==> src/core/watchdog_regs.svh <==
// Summary of operation
// - Watchdog reset cause flag, bit 3, set by watchdog reset; power-on or written zero clears.
// - Brown-out reset cause flag, bit 2, set by brown-out; power-on or written zero clears.
// - Pin reset cause flag, bit 1, set by pin reset; power-on or written zero clears.
// - Power-on flag, bit 0, set at power-on; only a written zero clears it.
// - Registers answer at data offsets; cause status also at I/O offset 0x34 (0x20 lower, inside 0x00-0x3F), control not.
// - Timeout irq flag, bit 7, set on timeout in irq modes; vector or written one clears.
// - Timeout interrupt requested only with global and watchdog interrupt enables both set.
// - Unprogrammed fuse: reset/irq enables select stopped, irq, reset, or irq-then-reset mode.
// - Irq-then-reset: first timeout sets flag; vector clears flag and enable, leaving reset mode.
// - Irq-then-reset: a second timeout before service gives a system reset.
// - Programmed always-on fuse forces reset mode whatever the enable bits hold.
// - Change unlock bit, bit 4, clears by itself four cycles after being written one.
// - Clearing reset enable or changing prescale only accepted while change unlock is set.
// - Reset enable is forced to one while the watchdog reset cause flag is set.
// - Prescale codes 0 to 9 select 2048 doubling to 1048576 oscillator cycles.
// - Prescale bit 3 sits at bit 5; prescale bits 2:0 sit at bits 2:0.
// - The counter advances on ticks of the separate watchdog oscillator.
// - The restart instruction clears the watchdog counter.
// - A watchdog system reset is a pulse of one system clock cycle.
`ifndef WATCHDOG_REGS_SVH
`define WATCHDOG_REGS_SVH

`define CAUSE_STATUS_OFF 16'h0054
`define WDT_CONTROL_OFF 16'h0060
`define IO_SPACE_BASE 16'h0020
`define IO_SPACE_LAST 16'h003F

`define CAUSE_STATUS_RST 8'h00
`define WDT_CONTROL_RST 8'h00

`define CAUSE_WDT_BIT 3
`define CAUSE_BROWNOUT_BIT 2
`define CAUSE_PIN_BIT 1
`define CAUSE_POWER_ON_BIT 0

`define CTL_IRQ_FLAG_BIT 7
`define CTL_IRQ_EN_BIT 6
`define CTL_PRESCALE_HI_BIT 5
`define CTL_UNLOCK_BIT 4
`define CTL_RESET_EN_BIT 3
`define CTL_PRESCALE_LO_MSB 2

`define UNLOCK_CYCLES 3'h4
`define TIMEOUT_BASE_CYCLES 21'h000800
`define PRESCALE_MAX_CODE 4'h9

`endif

==> src/core/watchdog_pkg.sv <==
package watchdog_pkg;

  typedef enum logic [1:0] {
    MODE_STOPPED,
    MODE_IRQ,
    MODE_RESET,
    MODE_IRQ_RESET
  } wdt_mode_t;

  typedef struct packed {
    logic watchdog_reset_flag;
    logic brownout_reset_flag;
    logic pin_reset_flag;
    logic power_on_reset_flag;
    logic timeout_irq_flag;
    logic timeout_irq_enable;
    logic timeout_reset_enable;
    logic change_unlock;
    logic [2:0] unlock_left;
    logic [3:0] timeout_prescale_select;
    logic [19:0] count;
    logic reset_pulse;
    logic [7:0] rdata;
  } wdt_state_t;

endpackage

==> src/core/watchdog_reset_status.sv <==
`timescale 1ns/1ps
`include "watchdog_regs.svh"

module watchdog_reset_status #(
  parameter int ADDR_W = 16
) (
  // Clock and power-on reset
  input wire logic clk_i,
  input wire logic rst_b_i,
  // Core register access
  input wire logic [ADDR_W-1:0] addr_i,
  input wire logic io_space_i,
  input wire logic wr_en_i,
  input wire logic rd_en_i,
  input wire logic [7:0] wdata_i,
  output logic [7:0] rdata_o,
  // Core status and instruction events
  input wire logic global_irq_enable_i,
  input wire logic irq_vector_taken_i,
  input wire logic restart_i,
  // Watchdog oscillator tick, fuse and reset sources
  input wire logic osc_tick_i,
  input wire logic always_on_fuse_i,
  input wire logic brownout_reset_i,
  input wire logic pin_reset_i,
  // Interrupt request and system reset
  output logic irq_o,
  output logic sys_reset_o
);

  watchdog_pkg::wdt_state_t st_r;
  watchdog_pkg::wdt_state_t st_nxt;

  // Data space and I/O space decode of one register
  function automatic logic reg_hit(
    input logic [ADDR_W-1:0] addr,
    input logic io_space,
    input logic [15:0] offset
  );
    logic [15:0] io_off;
    logic [15:0] a16;
    io_off = offset - `IO_SPACE_BASE;
    a16 = 16'(addr);
    if (io_space) begin
      reg_hit = (offset >= `IO_SPACE_BASE) && (io_off <= `IO_SPACE_LAST) && (a16 == io_off);
    end else begin
      reg_hit = (a16 == offset);
    end
  endfunction

  // Last count value before a timeout for a prescale code
  function automatic logic [19:0] timeout_last(input logic [3:0] sel);
    logic [3:0] s;
    logic [20:0] span;
    s = (sel > `PRESCALE_MAX_CODE) ? `PRESCALE_MAX_CODE : sel;
    span = `TIMEOUT_BASE_CYCLES << s;
    timeout_last = span[19:0] - 20'h00001;
  endfunction

  logic fuse_programmed;
  logic wde_eff;
  logic timeout_irq_enable_eff;
  watchdog_pkg::wdt_mode_t mode;
  logic cause_hit;
  logic ctl_hit;
  logic timeout;
  logic do_reset;
  logic set_irq_flag;
  logic sys_event;
  logic [7:0] cause_rd;
  logic [7:0] ctl_rd;

  assign fuse_programmed = ~always_on_fuse_i;
  assign wde_eff = st_r.timeout_reset_enable | st_r.watchdog_reset_flag | fuse_programmed;
  assign timeout_irq_enable_eff = st_r.timeout_irq_enable & ~fuse_programmed;
  assign cause_hit = reg_hit(addr_i, io_space_i, `CAUSE_STATUS_OFF);
  assign ctl_hit = reg_hit(addr_i, io_space_i, `WDT_CONTROL_OFF);

  always_comb begin
    unique case ({wde_eff, timeout_irq_enable_eff})
      2'b00: mode = watchdog_pkg::MODE_STOPPED;
      2'b01: mode = watchdog_pkg::MODE_IRQ;
      2'b10: mode = watchdog_pkg::MODE_RESET;
      2'b11: mode = watchdog_pkg::MODE_IRQ_RESET;
    endcase
  end

  assign timeout = (mode != watchdog_pkg::MODE_STOPPED) && osc_tick_i && !restart_i
    && (st_r.count == timeout_last(st_r.timeout_prescale_select));

  always_comb begin
    do_reset = 1'b0;
    set_irq_flag = 1'b0;
    if (timeout) begin
      unique case (mode)
        watchdog_pkg::MODE_IRQ: begin
          set_irq_flag = 1'b1;
        end
        watchdog_pkg::MODE_RESET: begin
          do_reset = 1'b1;
        end
        watchdog_pkg::MODE_IRQ_RESET: begin
          if (st_r.timeout_irq_flag) begin
            do_reset = 1'b1;
          end else begin
            set_irq_flag = 1'b1;
          end
        end
        watchdog_pkg::MODE_STOPPED: begin
          do_reset = 1'b0;
        end
      endcase
    end
  end

  // Any non power-on system reset clears the control register, but reset enable stays one while the watchdog reset cause flag is set
  assign sys_event = st_r.reset_pulse | brownout_reset_i | pin_reset_i;

  assign cause_rd = {4'h0, st_r.watchdog_reset_flag, st_r.brownout_reset_flag,
    st_r.pin_reset_flag, st_r.power_on_reset_flag};
  assign ctl_rd = {st_r.timeout_irq_flag, timeout_irq_enable_eff, st_r.timeout_prescale_select[3],
    st_r.change_unlock, wde_eff, st_r.timeout_prescale_select[2:0]};

  always_comb begin
    st_nxt = st_r;
    st_nxt.reset_pulse = do_reset;

    // Counter
    if (restart_i || timeout || sys_event) begin
      st_nxt.count = 20'h00000;
    end else if (osc_tick_i && mode != watchdog_pkg::MODE_STOPPED) begin
      st_nxt.count = st_r.count + 20'h00001;
    end

    // Unlock window countdown
    if (st_r.change_unlock) begin
      if (st_r.unlock_left <= 3'h1) begin
        st_nxt.change_unlock = 1'b0;
        st_nxt.unlock_left = 3'h0;
      end else begin
        st_nxt.unlock_left = st_r.unlock_left - 3'h1;
      end
    end

    // Control register writes
    if (wr_en_i && ctl_hit) begin
      if (wdata_i[`CTL_IRQ_FLAG_BIT]) begin
        st_nxt.timeout_irq_flag = 1'b0;
      end
      st_nxt.timeout_irq_enable = wdata_i[`CTL_IRQ_EN_BIT];
      if (st_r.change_unlock) begin
        st_nxt.timeout_reset_enable = wdata_i[`CTL_RESET_EN_BIT];
        st_nxt.timeout_prescale_select = {wdata_i[`CTL_PRESCALE_HI_BIT],
          wdata_i[`CTL_PRESCALE_LO_MSB:0]};
        st_nxt.change_unlock = 1'b0;
        st_nxt.unlock_left = 3'h0;
      end else begin
        if (wdata_i[`CTL_RESET_EN_BIT]) begin
          st_nxt.timeout_reset_enable = 1'b1;
        end
        if (wdata_i[`CTL_UNLOCK_BIT] && wdata_i[`CTL_RESET_EN_BIT]) begin
          st_nxt.change_unlock = 1'b1;
          st_nxt.unlock_left = `UNLOCK_CYCLES;
        end
      end
    end

    // Vector taken clears the flag, and the enable when reset is also armed
    if (irq_vector_taken_i && st_r.timeout_irq_flag) begin
      st_nxt.timeout_irq_flag = 1'b0;
      if (wde_eff) begin
        st_nxt.timeout_irq_enable = 1'b0;
      end
    end

    if (sys_event) begin
      st_nxt.timeout_irq_flag = 1'b0;
      st_nxt.timeout_irq_enable = 1'b0;
      st_nxt.timeout_reset_enable = 1'b0;
      st_nxt.change_unlock = 1'b0;
      st_nxt.unlock_left = 3'h0;
      st_nxt.timeout_prescale_select = 4'h0;
    end

    if (set_irq_flag) begin
      st_nxt.timeout_irq_flag = 1'b1;
    end

    // Cause flags: written zero clears, written one keeps, events win
    if (wr_en_i && cause_hit) begin
      if (!wdata_i[`CAUSE_WDT_BIT]) begin
        st_nxt.watchdog_reset_flag = 1'b0;
      end
      if (!wdata_i[`CAUSE_BROWNOUT_BIT]) begin
        st_nxt.brownout_reset_flag = 1'b0;
      end
      if (!wdata_i[`CAUSE_PIN_BIT]) begin
        st_nxt.pin_reset_flag = 1'b0;
      end
      if (!wdata_i[`CAUSE_POWER_ON_BIT]) begin
        st_nxt.power_on_reset_flag = 1'b0;
      end
    end
    if (do_reset) begin
      st_nxt.watchdog_reset_flag = 1'b1;
    end
    if (brownout_reset_i) begin
      st_nxt.brownout_reset_flag = 1'b1;
    end
    if (pin_reset_i) begin
      st_nxt.pin_reset_flag = 1'b1;
    end

    if (st_nxt.watchdog_reset_flag) begin
      st_nxt.timeout_reset_enable = 1'b1;
    end

    // Registered read data
    if (rd_en_i) begin
      if (cause_hit) begin
        st_nxt.rdata = cause_rd;
      end else if (ctl_hit) begin
        st_nxt.rdata = ctl_rd;
      end else begin
        st_nxt.rdata = 8'h00;
      end
    end
  end

  always_ff @(posedge clk_i or negedge rst_b_i) begin
    if (!rst_b_i) begin
      st_r <= '0;
      st_r.power_on_reset_flag <= 1'b1;
    end else begin
      st_r <= st_nxt;
    end
  end

  assign rdata_o = st_r.rdata;
  assign irq_o = st_r.timeout_irq_flag & timeout_irq_enable_eff & global_irq_enable_i;
  assign sys_reset_o = st_r.reset_pulse;

endmodule

==> config.mk <==
export PLATFORM = sky130hd
export DESIGN_NAME = watchdog_reset_status
export DESIGN_NICKNAME = d
export VERILOG_FILES = /design/src/core/watchdog_pkg.sv /design/src/core/watchdog_reset_status.sv
export VERILOG_INCLUDE_DIRS = /design/src /design/src/core
export SDC_FILE = /design/constraint.sdc
export NUM_CORES = 1
export LEC_CHECK = 0
export BUFFER_PORTS_ARGS = -buffer_cell sky130_fd_sc_hd__buf_2
export CAP_MARGIN = 10
export CELL_PAD_IN_SITES_DETAIL_PLACEMENT = 1
export CELL_PAD_IN_SITES_GLOBAL_PLACEMENT = 2
export CORE_UTILIZATION = 36
export CTS_CLUSTER_DIAMETER = 120
export DETAILED_ROUTE_END_ITERATION = 8
export PLACE_DENSITY = 0.93
export REMOVE_ABC_BUFFERS = 1
export SYNTH_ARGS = -nofsm -noshare
export SYNTH_HDL_FRONTEND = slang
export SYNTH_SLANG_ARGS = --single-unit
==> constraint.sdc <==
create_clock -name clk_i -period 5.2 [get_ports clk_i]
set_clock_uncertainty 0.15 [all_clocks]
set_input_delay 0.78 -clock clk_i [delete_from_list [all_inputs] [get_ports clk_i]]
set_output_delay 0.78 -clock clk_i [all_outputs]
set_load 0.01 [all_outputs]
; ---- After elaboration in Yosys (flattened, before gate mapping)
; Index checks and enable logic that the tools add are counted.
[totals]
reg_bits = 44
latch_bits = 0
ram_bits = 0
mem_bits_ro = 0
input_bits = 36
out_inout_bits = 10
n_memories = 0
[op_classes]
addsub = 3
n_mul = 0
div_mod_pow = 0
magnitude_cmp = 2
n_eq_ne = 12
shift = 1
n_mux = 36
bitwise_logic = 9
n_reduce_logical = 27
[op_table]
columns = op, count
row1 = 2-to-1 mux 20 bit, 2
row2 = == test 16 x 7 -> 1 bit (second input constant), 2
row3 = 2-to-1 mux 11 bit, 2
row4 = adder 20 x 1 -> 20 bit (second input constant), 1
row5 = == test 20 bit, 1
row6 = 2-to-1 mux 4 bit, 5
row7 = << shifter 12 x 4 -> 20 bit (first input constant), 1
row8 = subtractor 20 x 1 -> 20 bit (second input constant), 1
row9 = 2-to-1 mux 1 bit, 19
row10 = == test 16 x 6 -> 1 bit (second input constant), 1
row11 = 2-to-1 mux 8 bit, 2
row12 = AND reduction 2 bit, 6
row13 = nonzero test 2 bit, 6
row14 = nonzero test 4 bit, 3
row15 = == test 2 bit (second input constant), 4
row16 = case mux 2 bit (4 select lines), 1
row17 = logical AND 1 bit, 7
row18 = 2-to-1 mux 5 bit, 1
row19 = == test 2 x 1 -> 1 bit (second input constant), 2
row20 = > comparator 4 bit (second input constant), 1
row21 = != test 2 x 1 -> 1 bit (second input constant), 2
row22 = bitwise OR 1 bit, 4
row23 = case mux 1 bit (2 select lines), 2
row24 = AND 1 bit, 3
row25 = 9 further kinds, 11

; ---- Logic depth before layout (Yosys ltp)
; Gate-level depths: netlist of run 1.
[logic_depth]
depth_word = 12
depth_mapped = 11
depth_no_buf = 9

; ---- Worst setup path after synthesis of run 1
; No wires, ideal clock.
[synth_path]
kind = reg-to-reg
from = register st_r (netlist bit ctl_rd[1])
to = register st_r[18] in the netlist's numbering
setup_ps = 119
arrival_ps = 2200
slack_ps = 2731
path_stages_with_launch = 12
path_buffers = 2
path_cell_list = dfrtp_1 > buf_6 > nor2_1 > nand2_1 > ha_1 > xnor2_2 > mux2i_1 > o41ai_2 > nand4_1 > o31ai_4 > buf_6 > nor2_1
[synth_between]
elab_chain_cells = 9
elab_cells_between_ends = 10
classes_between = add/sub: 1 / order compare: 1 / eq/ne: 1 / shift: 1 / mux: 2 / reduce/logical: 4
[synth_rtl]
columns = item, line
row1 = from (decl), watchdog_reset_status.sv:31  ; watchdog_pkg::wdt_state_t st_r;
row2 = from (signal assigned), watchdog_reset_status.sv:235  ; st_r <= st_nxt;
row3 = > comparator 4 bit (no line), n/a
row4 = 2-to-1 mux 4 bit (*), watchdog_reset_status.sv:55  ; s = (sel > `PRESCALE_MAX_CODE) ? `PRESCALE_MAX_CODE : sel;
row5 = << shifter 12 x 4 -> 20 bit (no line) (*), n/a
row6 = subtractor 20 x 1 -> 20 bit (*), watchdog_reset_status.sv:57  ; timeout_last = span[19:0] - 20'h00001;
row7 = == test 20 bit (*), watchdog_reset_status.sv:89  ; && (st_r.count == timeout_last(st_r.timeout_prescale_select));
row8 = logical AND 1 bit (*), watchdog_reset_status.sv:89
row9 = logical OR 1 bit (*) (2 in a row), watchdog_reset_status.sv:129  ; if (restart_i || timeout || sys_event) begin
row10 = 2-to-1 mux 20 bit or nonzero test 2 bit (tied branches), n/a
; Mark *: on every way between the ends. The rest lies on a longest branch, timed or not.
; A chain may end at the register's enable or synchronous reset.

; ---- Worst setup path after layout of run 1
[layout_path]
from = register st_r (netlist bit ctl_rd[0])
to = register st_r[18] in the netlist's numbering
; Same word-level chain as after synthesis.

==> results.sh, run 1 <==
export IMPL_status="complete, no violations"
export IMPL_holdPathEnd="cause_rd[0]$_DFFE_PN1P_"
export IMPL_wl_mm=6.14
export IMPL_cts_tree="done"
export IMPL_p_sw_w=0.000139
export IMPL_crit_type="reg2reg"
export IMPL_pwr_share_comb_pct=6.5
export IMPL_multi_input_area_um2=1230
export IMPL_finish_net_count=352
export IMPL_hp_class="reg2reg"
export IMPL_crit_path_start="ctl_rd[0]$_DFFE_PN0P_"
export IMPL_switching_share_pct=23.6
export IMPL_tightest_slew_ns=1.02
export IMPL_end_kind="flip-flop"
export IMPL_r2r_slack_ns=2.18
export IMPL_min_delay_start="cause_rd[0]$_DFFE_PN1P_"
export IMPL_vias=2108
export IMPL_crit_chain="nor2_1 > nand2_1 > ha_1 > xnor2_2 > mux2i_1 > o41ai_2 > nand4_1 > o31ai_4 > nor2_1"
export IMPL_cts_resized=0
export IMPL_clock_fmax_mhz=331
export IMPL_clk_path_buf_depth=2
export IMPL_die_w_um=85.4
export IMPL_synth_area_leaders="dfrtp_1 (43%), nor2_1 (5.8%), xor2_1 (5.2%), nand2_1 (4.0%), nand3_1 (3.0%)"
export IMPL_cellLeakagePower_nw=1.20
export IMPL_num_io_pins=46
export IMPL_p_clk_share_pct=34.9
export IMPL_drc=0
export IMPL_crit_top_cell="nor2_1"
export IMPL_fin_crit_sh_pct=58.0
export IMPL_syn_avg_cell_area_um2=8.97
export IMPL_seq_area_frac_synth_pct=44.0
export IMPL_power_total_w=0.000589
export IMPL_cp_max_fo=15
export IMPL_rsz0062_at_grt="no"
export IMPL_grt_pass1_vias=2272
export IMPL_port_buffers=45
export IMPL_grt_max_degree=45
export IMPL_synth_seq_cells=44
export IMPL_reg2reg_depth=9
export IMPL_postCtsHoldBufs=0
export IMPL_num_rows=30
export IMPL_hold_viol_final=0
export IMPL_ir_drop_mv=0.0804
export IMPL_yosysUniqueCellTypes=48
export IMPL_cp_slowest_cell="o31ai_4"
export IMPL_setup_viol=0
export IMPL_grt_first_pass_wirelength_mm=11.0
export IMPL_avgViaCountPerCell=5.38
export IMPL_slew_viol_final=0
export IMPL_clkLatencyLatePin_ns=0.30
export IMPL_slew_headroom_pct=32.3
export IMPL_synth_top_area_share_pct=43.0
export IMPL_utilization_pct=41.0
export IMPL_powerDensity_nw_per_um2=212
export IMPL_ys_warn_count=0
export IMPL_rr_endpoint="st_r[18]$_DFFE_PN0P_"
export IMPL_cts_root_buf="clkbuf_8"
export IMPL_grt_usage_pct=18.9
export IMPL_die_area_um2=7290
export IMPL_async_flop_share_pct=100
export IMPL_htreeDepth=2
export IMPL_critical_path_max_stage_delay_ns=0.67
export IMPL_drt_first_iter_violations=119
export IMPL_initial_utilization_pct=37.1
export IMPL_ant_nets=0
export IMPL_postCtsSetupRepairBufs=0
export IMPL_dr_pass1_iters=4
export IMPL_regArea_um2=1100
export IMPL_synthCells=279
export IMPL_r2r_start="ctl_rd[0]$_DFFE_PN0P_"
export IMPL_antenna_cells=0
export IMPL_cp_data_required_time_ns=5.21
export IMPL_hold_depth=1
export IMPL_power_frac_seq_pct=58.5
export IMPL_path_buf_inv=0
export IMPL_cap_violations=0
export IMPL_antenna_found_initial=0
export IMPL_numClockSinks=44
export IMPL_path_clk_slew_ns=0.09
export IMPL_synth_edf_count=0
export IMPL_p_int_w=0.000450
export IMPL_synth_top_cell_by_area="dfrtp_1"
export IMPL_die_y_um=85.4
export IMPL_crit_path_start_kind="flip-flop"
export IMPL_fin_setup_tns_ns=0
export IMPL_synth_ff_type="dfrtp_1"
export IMPL_coreArea_um2=6760
export IMPL_dp_hpwl_mm=4.59
export IMPL_globalRouteOverflowTotal=0
export IMPL_drive_gt1_share_pct=17.9
export IMPL_critPathTopFamily="compound AO/OA/AOI/OAI gates"
export IMPL_syn_to_final_growth_pct=10.7
export IMPL_gp_congestion=0.777
export IMPL_cts_buffers=5
export IMPL_post_route_min_period_ns=3.02
export IMPL_nFillCells=843
export IMPL_cp_arrival_ns=3.02
export IMPL_netlist_area_um2=2500
export IMPL_routedWlPerCell_um=15.7
==> per-stage QoR <==
stage / std cells / cell area [µm²] / hold WS (ns) / setup slack [ns]
6_report: 392 / 2770 / 0.312 / 2.18
5_1_grt: 392 / 2770 / 0.328 / 1.94
4_1_cts: 392 / 2770 / 0.316 / 2.14
3_5_place_dp: 385 / 2700 / 0.306 / 2.15
3_3_place_gp: 385 / 2700 / 0.294 / 2.29
2_1_floorplan: 260 / 2370 / 0.291 / 2.72
==> layer usage <==
| layer | up-vias | GRT usage (%) | wire length (µm) |
|---|---|---|---|
| met1 | 1051 | 25.0 | 2960 |
| met2 | 25 | 32.6 | 3000 |
| met5 | - | 0 | 0 |
| li1 | 1024 | - | - |
| met4 | 0 | 4.55 | 72 |
| met3 | 8 | 2.82 | 107 |
==> layout make-up <==
type	count	area share [%]
clock inverter	1	0.181
tap	80	3.61
multi-input combinational	205	44.2
inverter	11	1.49
timing repair buffer	45	8.12
clock buffer	6	2.62
sequential	44	39.8
==> cell families after synthesis <==
logic type                 Yosys count  synth area share [%]
buffers and inverters               30                  7.00
AOI/OAI and AO/OA                   48                  12.7
muxes                                2                 0.800
and+or+nand+nor                    129                  25.5
xor gates and xnor gates            22                  8.00
DFF                                 44                  44.0
adders and majority gates            4                  2.00
==> worst max path at each step <==
stage	to	slack, ns	depth (start not counted)
6_report	st_r[18]$_DFFE_PN0P_	2.18	9
5_1_grt	st_r[26]$_DFFE_PN0P_	1.94	9
4_1_cts	st_r[18]$_DFFE_PN0P_	2.14	9
3_5_place_dp	st_r[18]$_DFFE_PN0P_	2.15	9
3_3_place_gp	st_r[23]$_DFFE_PN0P_	2.29	9
2_1_floorplan	st_r[12]$_DFFE_PN0P_	2.72	9
==> flip-flops by register name (all words and copies together) (netlist names) <==
signal / cells
sys_reset_o: 1
st_r: 25
rdata_o: 8
cause_rd: 4
ctl_rd: 6
==> cell usage in the layout (no fill, tap or decap), types with 4 or more instances in the layout <==
cell type | Yosys | routed
a21oi_1 | 12 | 12
and3_1 | 7 | 7
buf_2 | 2 | 45
clkbuf_8 | 0 | 5
dfrtp_1 | 43 | 43
ha_1 | 4 | 4
inv_1 | 11 | 11
nand2_1 | 27 | 27
nand2b_1 | 5 | 5
nand3_1 | 15 | 15
nand4_1 | 7 | 7
nor2_1 | 39 | 39
nor3_1 | 8 | 8
nor4_1 | 4 | 4
o21ai_0 | 15 | 15
xnor2_1 | 6 | 6
xor2_1 | 15 | 15
==> cell usage after synthesis, drive strengths merged, types with 5 or more instances <==
master and count:
o21ai 15, nand4 7, nand3 16, dfrtp 43
xnor2 7, and3 7, nor2 39, nand2b 5
nand2 27, buf 16, inv 11, nor3 8
a21oi 12, xor2 15
==> power groups by stage <==
stage / clock network [W] / logic (W) / registers (W)
3_5_place_dp: 0 / 0.0000393 / 0.000351
2_1_floorplan: 0 / 0.00000857 / 0.000352
4_1_cts: 0.000212 / 0.0000396 / 0.000345
3_3_place_gp: 0 / 0.0000383 / 0.000351
5_1_grt: 0.000221 / 0.0000437 / 0.000345
6_report: 0.000206 / 0.0000385 / 0.000345
==> worst register-to-register path, cell delays in order, from the launching register on <==
cell	delay, ns
dfrtp_1	0.51
nor2_1	0.25
nand2_1	0.10
ha_1	0.27
xnor2_2	0.22
mux2i_1	0.11
o41ai_2	0.22
nand4_1	0.24
o31ai_4	0.67
nor2_1	0.14
Note: power is estimated with default switching activity, not from simulation.
==> run 2, diff against run 1 <==
CORE_UTILIZATION = 33   (was 36)
PLACE_DENSITY = 0.87   (was 0.93)
clock period = 3.2 ns   (was 5.2 ns; I/O delays follow)
==> run 2 against run 1 <==
Combinational power increased by 64%; cell area rose by 2.2%; flip-flop and latch count is the same; sequential power is 62% higher; cell count grew 6.1%; die area increased by 8.9%; wire length is 0.85% lower; global-route usage fell by 1.1 points; worst setup slack lost 1.7 ns; largest cell class unchanged; largest power group unchanged; highest routed layer unchanged.
==> results.sh, run 2 (same netlist as run 1, synthesis figures left out) <==
export IMPL_status="complete, no violations"
export IMPL_largest_reg_flops=25
export IMPL_die_w_um=89.1
export IMPL_slew_headroom_pct=33.6
export IMPL_num_rows=31
export IMPL_cellLeakagePower_nw=1.22
export IMPL_clk_path_buf_depth=2
export IMPL_avgViaCountPerCell=5.11
export IMPL_syn_to_final_growth_pct=13.2
export IMPL_regMostFlops="st_r"
export IMPL_antenna_found_initial=0
export IMPL_grt_pass1_vias=2273
export IMPL_setup_viol=0
export IMPL_crit_type="reg2reg"
export IMPL_initial_utilization_pct=34.3
export IMPL_cp_data_required_time_ns=3.23
export IMPL_hp_class="in2async"
export IMPL_regArea_um2=1100
export IMPL_cts_tree="done"
export IMPL_rsz0062_at_grt="no"
export IMPL_layout_commonest_cell="buf_2"
export IMPL_fin_setup_tns_ns=0
export IMPL_numClockSinks=44
export IMPL_globalRouteOverflowTotal=0
export IMPL_cap_violations=0
export IMPL_final_cell_mix="buf_2 (45), dfrtp_1 (43), nor2_1 (39)"
export IMPL_num_io_pins=46
export IMPL_powerDensity_nw_per_um2=343
export IMPL_finish_net_count=356
export IMPL_drive_gt1_share_pct=19.2
export IMPL_grt_usage_pct=17.8
export IMPL_routedWlPerCell_um=14.6
export IMPL_cp_arrival_ns=2.77
export IMPL_path_clk_slew_ns=0.09
export IMPL_crit_path_start_kind="flip-flop"
export IMPL_grt_first_pass_wirelength_mm=10.9
export IMPL_crit_chain="nor2_1 > nand2_1 > ha_1 > xnor2_2 > mux2i_1 > o41ai_2 > nand4_1 > o31ai_4 > buf_4 > nor2_1"
export IMPL_slew_viol_final=0
export IMPL_postCtsSetupRepairBufs=0
export IMPL_cts_root_buf="clkbuf_8"
export IMPL_htreeDepth=2
export IMPL_grt_max_degree=45
export IMPL_clkLatencyLatePin_ns=0.30
export IMPL_cts_buffers=5
export IMPL_rr_endpoint="st_r[25]$_DFFE_PN0P_"
export IMPL_wl_mm=6.09
export IMPL_cp_max_fo=15
export IMPL_tightest_slew_ns=0.996
export IMPL_drt_first_iter_violations=106
export IMPL_cts_resized=0
export IMPL_dr_pass1_iters=4
export IMPL_reg2reg_depth=10
export IMPL_hold_viol_final=0
export IMPL_dp_hpwl_mm=4.54
export IMPL_nFillCells=915
export IMPL_cp_slowest_cell="dfrtp_1"
export IMPL_die_area_um2=7940
export IMPL_r2r_start="ctl_rd[1]$_DFFE_PN0P_"
export IMPL_multi_input_area_um2=1230
export IMPL_critical_path_max_stage_delay_ns=0.51
export IMPL_end_kind="flip-flop"
export IMPL_antenna_cells=0
export IMPL_utilization_pct=38.9
export IMPL_crit_top_cell="nor2_1"
export IMPL_vias=2125
export IMPL_drc=0
export IMPL_ant_nets=0
export IMPL_port_buffers=45
export IMPL_fin_crit_sh_pct=85.5
export IMPL_die_y_um=89.1
export IMPL_gp_congestion=0.759
export IMPL_post_route_min_period_ns=2.74
export IMPL_postCtsHoldBufs=0
export IMPL_r2r_slack_ns=0.46
export IMPL_clock_fmax_mhz=365
export IMPL_ir_drop_mv=0.189
export IMPL_coreArea_um2=7290
[run 2: cell types whose count changed in the layout (fill, tap and decap cells not counted), sizes merged]
cell      previous run  this run
buf                 45        49
clkinvlp             0         1
[run 2: where the power goes]
group          total [W]  switching [W]  leakage [nW]  internal [W]
combinational  0.0000633      0.0000392         0.583     0.0000240
clock           0.000349       0.000196        0.0412      0.000153
sequential      0.000560     0.00000132         0.596      0.000558
[run 2: worst max-delay path by stage]
stage,to,start,cells after the start,slack [ns]
after detailed placement,st_r[12]$_DFFE_PN0P_,ctl_rd[1]$_DFFE_PN0P_,10,0.51
after global placement,st_r[9]$_DFFE_PN0P_,ctl_rd[1]$_DFFE_PN0P_,10,0.61
after global routing,st_r[28]$_DFFE_PN0P_,ctl_rd[2]$_DFFE_PN0P_,10,0.25
after floorplan,st_r[12]$_DFFE_PN0P_,ctl_rd[2]$_DFFE_PN0P_,9,0.72
final,st_r[25]$_DFFE_PN0P_,ctl_rd[1]$_DFFE_PN0P_,10,0.46
after CTS,st_r[25]$_DFFE_PN0P_,ctl_rd[1]$_DFFE_PN0P_,10,0.48
[run 2: layout make-up]
cell class,instances,area share [%]
clock buffer,6,2.56
inverter,11,1.46
tap,99,4.37
timing repair buffer,49,9.01
clock inverter,2,0.442
sequential,44,38.9
multi-input combinational,205,43.3
[run 2: metal layers]
layer  GRT usage (%)  vias to the layer above  routed length [µm]
met4            3.03                        0                  30
li1                -                     1037                   -
met5               0                        -                   0
met1            23.8                     1054                2920
met3            3.60                        4                 160
met2            30.3                       30                2990
[run 2: critical path, delay by kind of cell, from the launching register on]
| family | cells | cell delay [ns] |
|---|---|---|
| xor+xnor | 1 | 0.21 |
| flops | 1 | 0.51 |
| buf+inv | 1 | 0.25 |
| mux | 1 | 0.11 |
| simple gates | 4 | 0.64 |
| compound gates | 2 | 0.48 |
| fa+ha+maj | 1 | 0.27 |
[run 2: metrics by stage]
step / power [W] / area (µm²) / setup slack, ns / hold WS, ns / instances
finish: 0.000972 / 2830 / 0.463 / 0.186 / 416
detailed placement: 0.000635 / 2750 / 0.512 / 0.318 / 408
global placement: 0.000634 / 2750 / 0.614 / 0.299 / 408
global route: 0.00102 / 2830 / 0.248 / 0.219 / 416
floorplan: 0.000586 / 2370 / 0.721 / 0.0344 / 260
CTS: 0.000988 / 2830 / 0.477 / 0.213 / 416
